## src/sprg_pkg.sv

```systemverilog
`default_nettype none
package sprg_pkg;
   // register port geometry
   localparam int ADDR_W = 5;
   localparam int DATA_W = 8;

   // register offsets
   localparam logic [4:0] ADDR_FAULT_X   = 5'h06;
   localparam logic [4:0] ADDR_FAULT_Y   = 5'h07;
   localparam logic [4:0] ADDR_POS_HIGH  = 5'h08;
   localparam logic [4:0] ADDR_POS_LOW   = 5'h09;
   localparam logic [4:0] ADDR_GATE_CUR  = 5'h0A;
   localparam logic [4:0] ADDR_DEAD_PH2  = 5'h0B;
   localparam logic [4:0] ADDR_TURN_OFF  = 5'h0C;
   localparam logic [4:0] ADDR_PHASE_ONE = 5'h0D;

   // values after reset
   localparam logic [7:0] RST_GATE_CUR  = 8'hFF;
   localparam logic [7:0] RST_DEAD_PH2  = 8'h40;
   localparam logic [7:0] RST_TURN_OFF  = 8'h11;
   localparam logic [7:0] RST_PHASE_ONE = 8'h11;
   localparam logic [7:0] RST_ZERO      = 8'h00;

   // writable bits of the two timing registers with holes at bits 7 and 3
   localparam logic [7:0] TIMING_MASK = 8'h77;

   // field positions
   localparam int GATE_ON_LSB   = 4;
   localparam int DEAD_LSB      = 6;
   localparam int HI_LSB        = 3;
   localparam int HI_OFF_LSB    = 4;
   localparam int PARITY_BIT    = 7;

   // dead time choices in microseconds
   localparam int DEAD_1_US = 40;
   localparam int DEAD_2_US = 80;
   localparam int DEAD_3_US = 160;
   // clock rate in MHz, 100 ns period
   localparam int CLK_MHZ   = 10;
   // dead time counts in clock cycles
   localparam logic [11:0] DEAD_1_CYC = 12'(DEAD_1_US * CLK_MHZ);
   localparam logic [11:0] DEAD_2_CYC = 12'(DEAD_2_US * CLK_MHZ);
   localparam logic [11:0] DEAD_3_CYC = 12'(DEAD_3_US * CLK_MHZ);
endpackage : sprg_pkg
`default_nettype wire

```

## src/sprg_regs.sv

```systemverilog
`timescale 1ns/1ns
`default_nettype none
module sprg_regs (
   // clock and reset
   input  wire logic        clk,
   input  wire logic        reset,
   // register port from the serial front end
   input  wire logic [4:0]  reg_addr,
   input  wire logic        reg_wr_en,
   input  wire logic [7:0]  reg_wr_data,
   input  wire logic        reg_rd_en,
   output logic      [7:0]  reg_rd_data_q,
   // device state
   input  wire logic [8:0]  step_position,
   input  wire logic        sleep_mode,
   input  wire logic [5:0]  fault_x_event,
   input  wire logic [5:0]  fault_y_event,
   // gate pre-driver settings
   output logic      [3:0]  gate_charge_code_q,
   output logic      [3:0]  gate_discharge_code_q,
   output logic      [1:0]  dead_time_sel_q,
   output logic      [11:0] dead_time_cycles_q,
   output logic      [2:0]  high_side_phase_two_q,
   output logic      [2:0]  low_side_phase_two_q,
   output logic      [2:0]  high_side_turnoff_q,
   output logic      [2:0]  low_side_turnoff_q,
   output logic      [2:0]  high_side_phase_one_q,
   output logic      [2:0]  low_side_phase_one_q
);

   // stored register images
   logic [7:0] gate_cur_q;     // charge and discharge codes
   logic [7:0] dead_ph2_q;     // dead time and t2
   logic [7:0] turn_off_q;     // turn-off durations
   logic [7:0] phase_one_q;    // t1 durations
   logic [5:0] fault_x_q;      // latched x bridge errors, bits 6:1
   logic [5:0] fault_y_q;      // latched y bridge errors, bits 6:1
   logic [5:0] fault_x_d;
   logic [5:0] fault_y_d;
   logic [7:0] rd_mux;         // combinational read value

   // write decode shared by all writable registers
   // a plain equality, kept as a function so the write and clear decodes read alike
   function automatic logic hit(input logic [4:0] a, input logic [4:0] target);
      hit = (a == target);
   endfunction : hit

   // dead time code to cycle count, used by the settings output
   // the counts assume the fixed 10 MHz clock; another clock needs new constants
   function automatic logic [11:0] dead_cycles(input logic [1:0] sel);
      case (sel)
         2'b00:   dead_cycles = 12'h000;
         2'b01:   dead_cycles = sprg_pkg::DEAD_1_CYC;
         2'b10:   dead_cycles = sprg_pkg::DEAD_2_CYC;
         default: dead_cycles = sprg_pkg::DEAD_3_CYC;
      endcase
   endfunction : dead_cycles

   // latched status byte with even parity on top
   // bit 0 carries no flag and always reads zero
   function automatic logic [7:0] status_byte(input logic [5:0] f);
      status_byte = {^f, f, 1'b0};
   endfunction : status_byte

   // gate current register
   // all eight bits are writable, this register has no holes
   always_ff @(posedge clk or posedge reset) begin
      if (reset) begin
         gate_cur_q <= sprg_pkg::RST_GATE_CUR;
      end else if (reg_wr_en && hit(reg_addr, sprg_pkg::ADDR_GATE_CUR)) begin
         gate_cur_q <= reg_wr_data;
      end
   end

   // dead time and t2 register
   // bits 7:6 feed the dead time decode, bits 5:0 the two t2 codes
   always_ff @(posedge clk or posedge reset) begin
      if (reset) begin
         dead_ph2_q <= sprg_pkg::RST_DEAD_PH2;
      end else if (reg_wr_en && hit(reg_addr, sprg_pkg::ADDR_DEAD_PH2)) begin
         dead_ph2_q <= reg_wr_data;
      end
   end

   // turn-off register; holes are masked so they read zero
   always_ff @(posedge clk or posedge reset) begin
      if (reset) begin
         turn_off_q <= sprg_pkg::RST_TURN_OFF;
      end else if (reg_wr_en && hit(reg_addr, sprg_pkg::ADDR_TURN_OFF)) begin
         turn_off_q <= reg_wr_data & sprg_pkg::TIMING_MASK;
      end
   end

   // t1 register; same masking as turn-off
   always_ff @(posedge clk or posedge reset) begin
      if (reset) begin
         phase_one_q <= sprg_pkg::RST_PHASE_ONE;
      end else if (reg_wr_en && hit(reg_addr, sprg_pkg::ADDR_PHASE_ONE)) begin
         phase_one_q <= reg_wr_data & sprg_pkg::TIMING_MASK;
      end
   end

   // latched error next state: a new event beats a clearing read
   // clearing first and setting after keeps an event that lands on the read edge
   // sleep blocks only the clear; the read data is returned as usual
   always_comb begin
      fault_x_d = fault_x_q;
      fault_y_d = fault_y_q;
      if (reg_rd_en && !sleep_mode) begin
         if (hit(reg_addr, sprg_pkg::ADDR_FAULT_X)) begin
            fault_x_d = 6'h0;
         end
         if (hit(reg_addr, sprg_pkg::ADDR_FAULT_Y)) begin
            fault_y_d = 6'h0;
         end
      end
      fault_x_d = fault_x_d | fault_x_event;
      fault_y_d = fault_y_d | fault_y_event;
   end

   // latched error flops
   // apart from a clearing read, only reset drops a flag
   always_ff @(posedge clk or posedge reset) begin
      if (reset) begin
         fault_x_q <= 6'h0;
         fault_y_q <= 6'h0;
      end else begin
         fault_x_q <= fault_x_d;
         fault_y_q <= fault_y_d;
      end
   end

   // read multiplexer; the value returned is the one seen before any clear
   // position reads bypass the register images, so the read data register takes the live value
   always_comb begin
      case (reg_addr)
         sprg_pkg::ADDR_FAULT_X:   rd_mux = status_byte(fault_x_q);
         sprg_pkg::ADDR_FAULT_Y:   rd_mux = status_byte(fault_y_q);
         sprg_pkg::ADDR_POS_HIGH:  rd_mux = step_position[8:1];
         sprg_pkg::ADDR_POS_LOW:   rd_mux = step_position[7:0];
         sprg_pkg::ADDR_GATE_CUR:  rd_mux = gate_cur_q;
         sprg_pkg::ADDR_DEAD_PH2:  rd_mux = dead_ph2_q;
         sprg_pkg::ADDR_TURN_OFF:  rd_mux = turn_off_q;
         sprg_pkg::ADDR_PHASE_ONE: rd_mux = phase_one_q;
         // unmapped addresses read zero
         default:                  rd_mux = sprg_pkg::RST_ZERO;
      endcase
   end

   // read data register, loaded only on a read strobe
   // holding between strobes keeps the answer steady for the serial front end
   // limitation: the two position halves come from different edges, not one snapshot
   always_ff @(posedge clk or posedge reset) begin
      if (reset) begin
         reg_rd_data_q <= sprg_pkg::RST_ZERO;
      end else if (reg_rd_en) begin
         reg_rd_data_q <= rd_mux;
      end
   end

   // settings outputs, one cycle behind the stored images
   // one cycle of latency is traded for outputs that come straight from flops
   always_ff @(posedge clk or posedge reset) begin
      if (reset) begin
         // reset values, apart from the DEAD_1_CYC dead time count, are cut from the register images so the two always agree
         gate_charge_code_q    <= sprg_pkg::RST_GATE_CUR[7:4];
         gate_discharge_code_q <= sprg_pkg::RST_GATE_CUR[3:0];
         dead_time_sel_q       <= sprg_pkg::RST_DEAD_PH2[7:6];
         dead_time_cycles_q    <= sprg_pkg::DEAD_1_CYC;
         high_side_phase_two_q <= sprg_pkg::RST_DEAD_PH2[5:3];
         low_side_phase_two_q  <= sprg_pkg::RST_DEAD_PH2[2:0];
         high_side_turnoff_q   <= sprg_pkg::RST_TURN_OFF[6:4];
         low_side_turnoff_q    <= sprg_pkg::RST_TURN_OFF[2:0];
         high_side_phase_one_q <= sprg_pkg::RST_PHASE_ONE[6:4];
         low_side_phase_one_q  <= sprg_pkg::RST_PHASE_ONE[2:0];
      end else begin
         gate_charge_code_q    <= gate_cur_q[sprg_pkg::GATE_ON_LSB +: 4];
         gate_discharge_code_q <= gate_cur_q[3:0];
         dead_time_sel_q       <= dead_ph2_q[sprg_pkg::DEAD_LSB +: 2];
         dead_time_cycles_q    <= dead_cycles(dead_ph2_q[sprg_pkg::DEAD_LSB +: 2]);
         high_side_phase_two_q <= dead_ph2_q[sprg_pkg::HI_LSB +: 3];
         low_side_phase_two_q  <= dead_ph2_q[2:0];
         // the unused bits 7 and 3 never reach these fields
         // turn-off and t1 fields
         high_side_turnoff_q   <= turn_off_q[sprg_pkg::HI_OFF_LSB +: 3];
         low_side_turnoff_q    <= turn_off_q[2:0];
         high_side_phase_one_q <= phase_one_q[sprg_pkg::HI_OFF_LSB +: 3];
         low_side_phase_one_q  <= phase_one_q[2:0];
      end
   end

endmodule : sprg_regs
`default_nettype wire

```

## config.mk

```make
export PLATFORM = sky130hd
export DESIGN_NAME = sprg_regs
export DESIGN_NICKNAME = d
export VERILOG_FILES = /design/src/sprg_pkg.sv /design/src/sprg_regs.sv
export SDC_FILE = /design/constraint.sdc
export NUM_CORES = 1
export LEC_CHECK = 0
export BUFFER_PORTS_ARGS = -buffer_cell sky130_fd_sc_hd__buf_2
export CAP_MARGIN = 30
export CORE_MARGIN = 10
export CORE_UTILIZATION = 53
export DETAILED_ROUTE_END_ITERATION = 10
export PLACE_DENSITY_LB_ADDON = 0.05
export SLEW_MARGIN = 30
export SYNTH_ARGS = -nofsm -noshare
export SYNTH_HDL_FRONTEND = slang
export SYNTH_SLANG_ARGS = --single-unit
```

## constraint.sdc

```tcl
create_clock -name clk -period 3.42 [get_ports clk]
set_input_delay 0.684 -clock clk [delete_from_list [all_inputs] [get_ports clk]]
set_output_delay 0.684 -clock clk [all_outputs]
set_load 0.05 [all_outputs]
```

# After elaboration in Yosys (flattened, before gate mapping)
# Index checks and enable logic that the tools add are counted.
# totals
mem_bits_ro	0
regBits	88
mem_bits_rw	0
n_memories	0
latch_bits	0
input_bits	39
out_inout_bits	48
# classes
shift	0
eq_ne	10
n_mux	6
n_reduce_logical	9
n_mul	0
order_cmp	0
bitwise_logic	2
div	0
add_sub_neg	0
# ops
cell	n
case mux 8 bit (8 select lines)	1
case mux 11 bit (3 select lines)	1
== test 5 x 4 -> 1 bit, second input constant	6
two-way mux 6 bit	4
OR 6 bit	2
parity 6 bit	2
== test 5 x 3 -> 1 bit, second input constant	2
logical AND 1 bit	5
== test 2 x 1 -> 1 bit, second input constant	1
== test 2 bit, second input constant	1
logical NOT 2 bit	1
logical NOT 1 bit	1

# Logic depth before layout (Yosys ltp)
# logic_depth
depth_word	4
mapped_depth	7
depth_no_buf	5

# Least setup slack after synthesis
# Ideal clock, no wire load.
# synth_timing
path_type	in2reg
startpoint	input port reg_addr[0]
endpoint	register reg_rd_data_q[5]
path_buffers	3
slack_ns	1.540
setup_ns	0.137
t_arrival_ns	1.742
t_required_ns	3.283
path_stages	7
path_cell_list	buf_4 -> buf_4 -> buf_2 -> mux2i_1 -> nor2_1 -> a211oi_1 -> o22ai_1
# synth_via
elab_chain_cells	2
# synth_lines
element	line	text
start: declaration	sprg_regs.sv:8	input wire logic [4:0] reg_addr,
== test 5 x 4 -> 1 bit / == test 5 x 3 -> 1 bit (equally long branches)	sprg_regs.sv:136	case (reg_addr)
case mux 8 bit (8 select lines) *	sprg_regs.sv:136	
end signal: assignment	sprg_regs.sv:155	reg_rd_data_q <= sprg_pkg::RST_ZERO;
end signal: assignment	sprg_regs.sv:157	reg_rd_data_q <= rd_mux;
end: declaration	sprg_regs.sv:12	output logic [7:0] reg_rd_data_q,
# Mark *: on every way between the ends. The rest lies on a longest branch, timed or not.
# A chain may end at the register's enable or synchronous reset.

# Worst setup path after layout
# layout_timing
startpoint	input port reg_addr[0]
endpoint	register reg_rd_data_q[1]
# Same word-level chain as after synthesis.

==> impl_metrics.json <==
{
  "post_cts.repair.setup_buffers": 0,
  "setup_slack_ns": 1.50,
  "crit_type": "in -> reg",
  "synth_enable_flop_cells": 0,
  "port-buffer-count": 81,
  "ctsRootBufferMaster": "clkbuf_8",
  "cts_resized": 0,
  "routed_wl_um": 7670,
  "maxSlewHeadroom_pct": 47.0,
  "detailedPlace.worstSlack_ns": 1.14,
  "leading_cell_type_in_the_layout_fill_and_taps_excluded": "buf_2",
  "worst_setup_path_end_kind": "register",
  "grt_pass1_wl_um": 12400,
  "die-height_um": 101,
  "worst_ep_arrival_time_ns": 2.13,
  "critical-path-top-delay-family": "multiplexers",
  "clock_tree.htree_level_count": 3,
  "tritoncts_num_sinks": 81,
  "hpwlAfterDp_um": 5800,
  "rows": 29,
  "synthCells": 245,
  "layout_cells_sized_above_1_pct": 50.3,
  "wire_per_inst_um": 18.7,
  "crit_buf_inv": 1,
  "maxSlewViolCount": 0,
  "mostFrequentLayoutCells": "buf_2, dfrtp_1, dfstp_2, mux2_2",
  "min_period_over_period_pct": 56.2,
  "final_core_utilization_pct": 64.5,
  "residual_overflow_from_global_routing": 0,
  "static_leak_nw": 1.88,
  "antenna-diode-count": 0,
  "globalRouteTotalUtil_pct": 15.7,
  "grt_start_max_net_pins": 45,
  "clk_latency_ns": 0.35,
  "synth_cell_type_count": 41,
  "gp_congestion": 0.864,
  "critical_path.cell_chain": "buf_2 > mux4_2 > a22oi_1 > o31a_1 > o22ai_1",
  "synth-adder-area-share_pct": 1.09,
  "post_synth_mux_area_share_pct": 16.4,
  "timing.final.crit_period_ns": 1.92,
  "outcome": "completed",
  "synthXorXnorAreaFrac_pct": 2.80,
  "design.final.nets": 369,
  "initialDrtViolationCount": 84,
  "initial_standard_cell_utilization_of_the_core_pct": 54.5,
  "vias": 2182,
  "design.die.area_um2": 10100,
  "syn_area_um2": 3440,
  "setup_violators_final": 0,
  "coreArea_um2": 6310,
  "most_frequently_used_flop_master_after_synthesis": "dfrtp_1",
  "ys_ff_latch": 81,
  "antenna_found_initial": 0,
  "tightest_slew_ns": 0.795,
  "crit_path_max_incr_delay_ns": 0.59,
  "max_cap_viol_count": 0,
  "chipWidth_um": 101,
  "grt_setup_unrepaired": "false",
  "fin_hold_ws_ns": 0.376,
  "worst_ir_drop_vdd_mv": 0.451,
  "tritoncts_buffer_count": 9,
  "instances_no_fill": 409,
  "synth-simple-area-share_pct": 7.10,
  "async_reset_ff_share_pct": 100,
  "synth-seq-area-share_pct": 60.0,
  "syn_to_final_growth_pct": 18.4,
  "synth-compound-area-share_pct": 7.86,
  "fill_cells": 534,
  "grt_pass1_vias": 2314,
  "drc_errors": 0,
  "dp_cells": 393,
  "cp-start-kind": "primary input",
  "max_freq_mhz": 521,
  "critPathMaxFanout": 28,
  "powerDensity_nw_per_um2": 646,
  "number_of_iterations_in_the_first_detailed_routing_pass": 7,
  "fin_area_um2": 4070,
  "final_hold_viol_count": 0,
  "critical_path_required_ns": 3.63,
  "setup_tns_ns": 0,
  "largest_family_of_logic_cells_by_synthesized_area": "multiplexers",
  "io_pins": 87,
  "syn-mean-instance-area_um2": 14.0,
  "max-clock-path-buffers": 2,
  "place_area_um2": 3860,
  "hp-class": "reg -> reg",
  "viasPerCell": 5.33,
  "synthesis.yosys.warnings": 0,
  "clk_pin_slew_worst_paths_ns": 0.08,
  "totalPowerFinal_mw": 2.63,
  "cts_hold_repair.buffers": 0,
  "route.antenna.remaining_nets": 0,
  "tritoncts": "done",
  "timing.clock.skew_ns": 0.0146,
  "worst_path_max_delay_cell": "mux4_2"
}
[report_power, final]
group	total (mW)	internal, mW	switching [mW]	leakage [nW]
registers	1.24	1.16	0.0802	0.927
logic	0.675	0.187	0.488	0.849
clock network	0.716	0.379	0.337	0.107
total	2.63	1.72	0.905	1.88
[final timing paths]
kind,cells after the start,slack (ns),endpoint,start
max,5,1.50,reg_rd_data_q[1],reg_addr[0]
min reg2reg,0,0.38,low_side_turnoff_q[0],turn_off_q[0]
min,0,0.38,low_side_turnoff_q[0],turn_off_q[0]
max in group asynchronous,3,2.18,gate_discharge_code_q[2],reset
max reg2reg,3,1.99,reg_rd_data_q[7],dead_ph2_q[7]
min in group asynchronous,2,0.47,dead_time_cycles_q[6],reset
[cell type report]
class	instances	area, um^2	share of cell area [%]
timing repair buffer	82	425	10.5
sequential	81	2060	50.7
clock inverter	4	52.6	1.29
clock buffer	12	155	3.81
inverter	13	48.8	1.20
tap	77	96.3	2.37
multi-input combinational	140	1230	30.2
[registers in the layout, indices dropped and copies added (netlist names)]
register               flops
fault_x_q                  6
reg_rd_data_q              8
phase_one_q                6
gate_discharge_code_q      4
turn_off_q                 6
gate_cur_q                 8
low_side_phase_two_q       3
dead_time_cycles_q         5
high_side_turnoff_q        3
high_side_phase_one_q      3
low_side_phase_one_q       3
dead_time_sel_q            2
low_side_turnoff_q         3
gate_charge_code_q         4
fault_y_q                  6
dead_ph2_q                 8
high_side_phase_two_q      3
[kinds of logic after synthesis]
family                     Yosys count
other                                1
xor gates and xnor gates            11
AOI/OAI and AO/OA                   41
muxes                               44
adders and majority gates            3
DFF                                 81
and+or+nand+nor                     36
buffers and inverters               28
[metal layers]
metal,global-route usage [%],vias up,wire length [um],share of wire (%)
met5,0,-,0,0
met1,20.1,1076,3290,43
li1,-,1021,-,-
met4,5.87,0,117,1.5
met3,4.66,11,534,7.0
met2,24.5,74,3730,49
[Yosys cell counts (3+ instances only)]
| cell | count | area share (%) |
|---|---|---|
| o22ai_1 | 8 | 1.5 |
| nor2_1 | 4 | 0.44 |
| nand3_1 | 6 | 0.87 |
| mux2_4 | 6 | 2.6 |
| mux2_2 | 24 | 7.9 |
| nand3b_1 | 3 | 0.65 |
| nor2b_1 | 3 | 0.55 |
| a21oi_1 | 5 | 0.73 |
| inv_1 | 13 | 1.4 |
| nand2_1 | 8 | 0.87 |
| a21o_1 | 12 | 2.6 |
| a22oi_1 | 3 | 0.65 |
| dfstp_2 | 28 | 21 |
| ha_1 | 3 | 1.1 |
| xnor2_1 | 9 | 2.3 |
| dfrtp_1 | 53 | 39 |
| o21ai_0 | 7 | 1.0 |
| mux2i_1 | 9 | 2.6 |
| mux4_2 | 5 | 3.3 |
| buf_4 | 10 | 2.2 |
(Power assumes the default switching activity.)
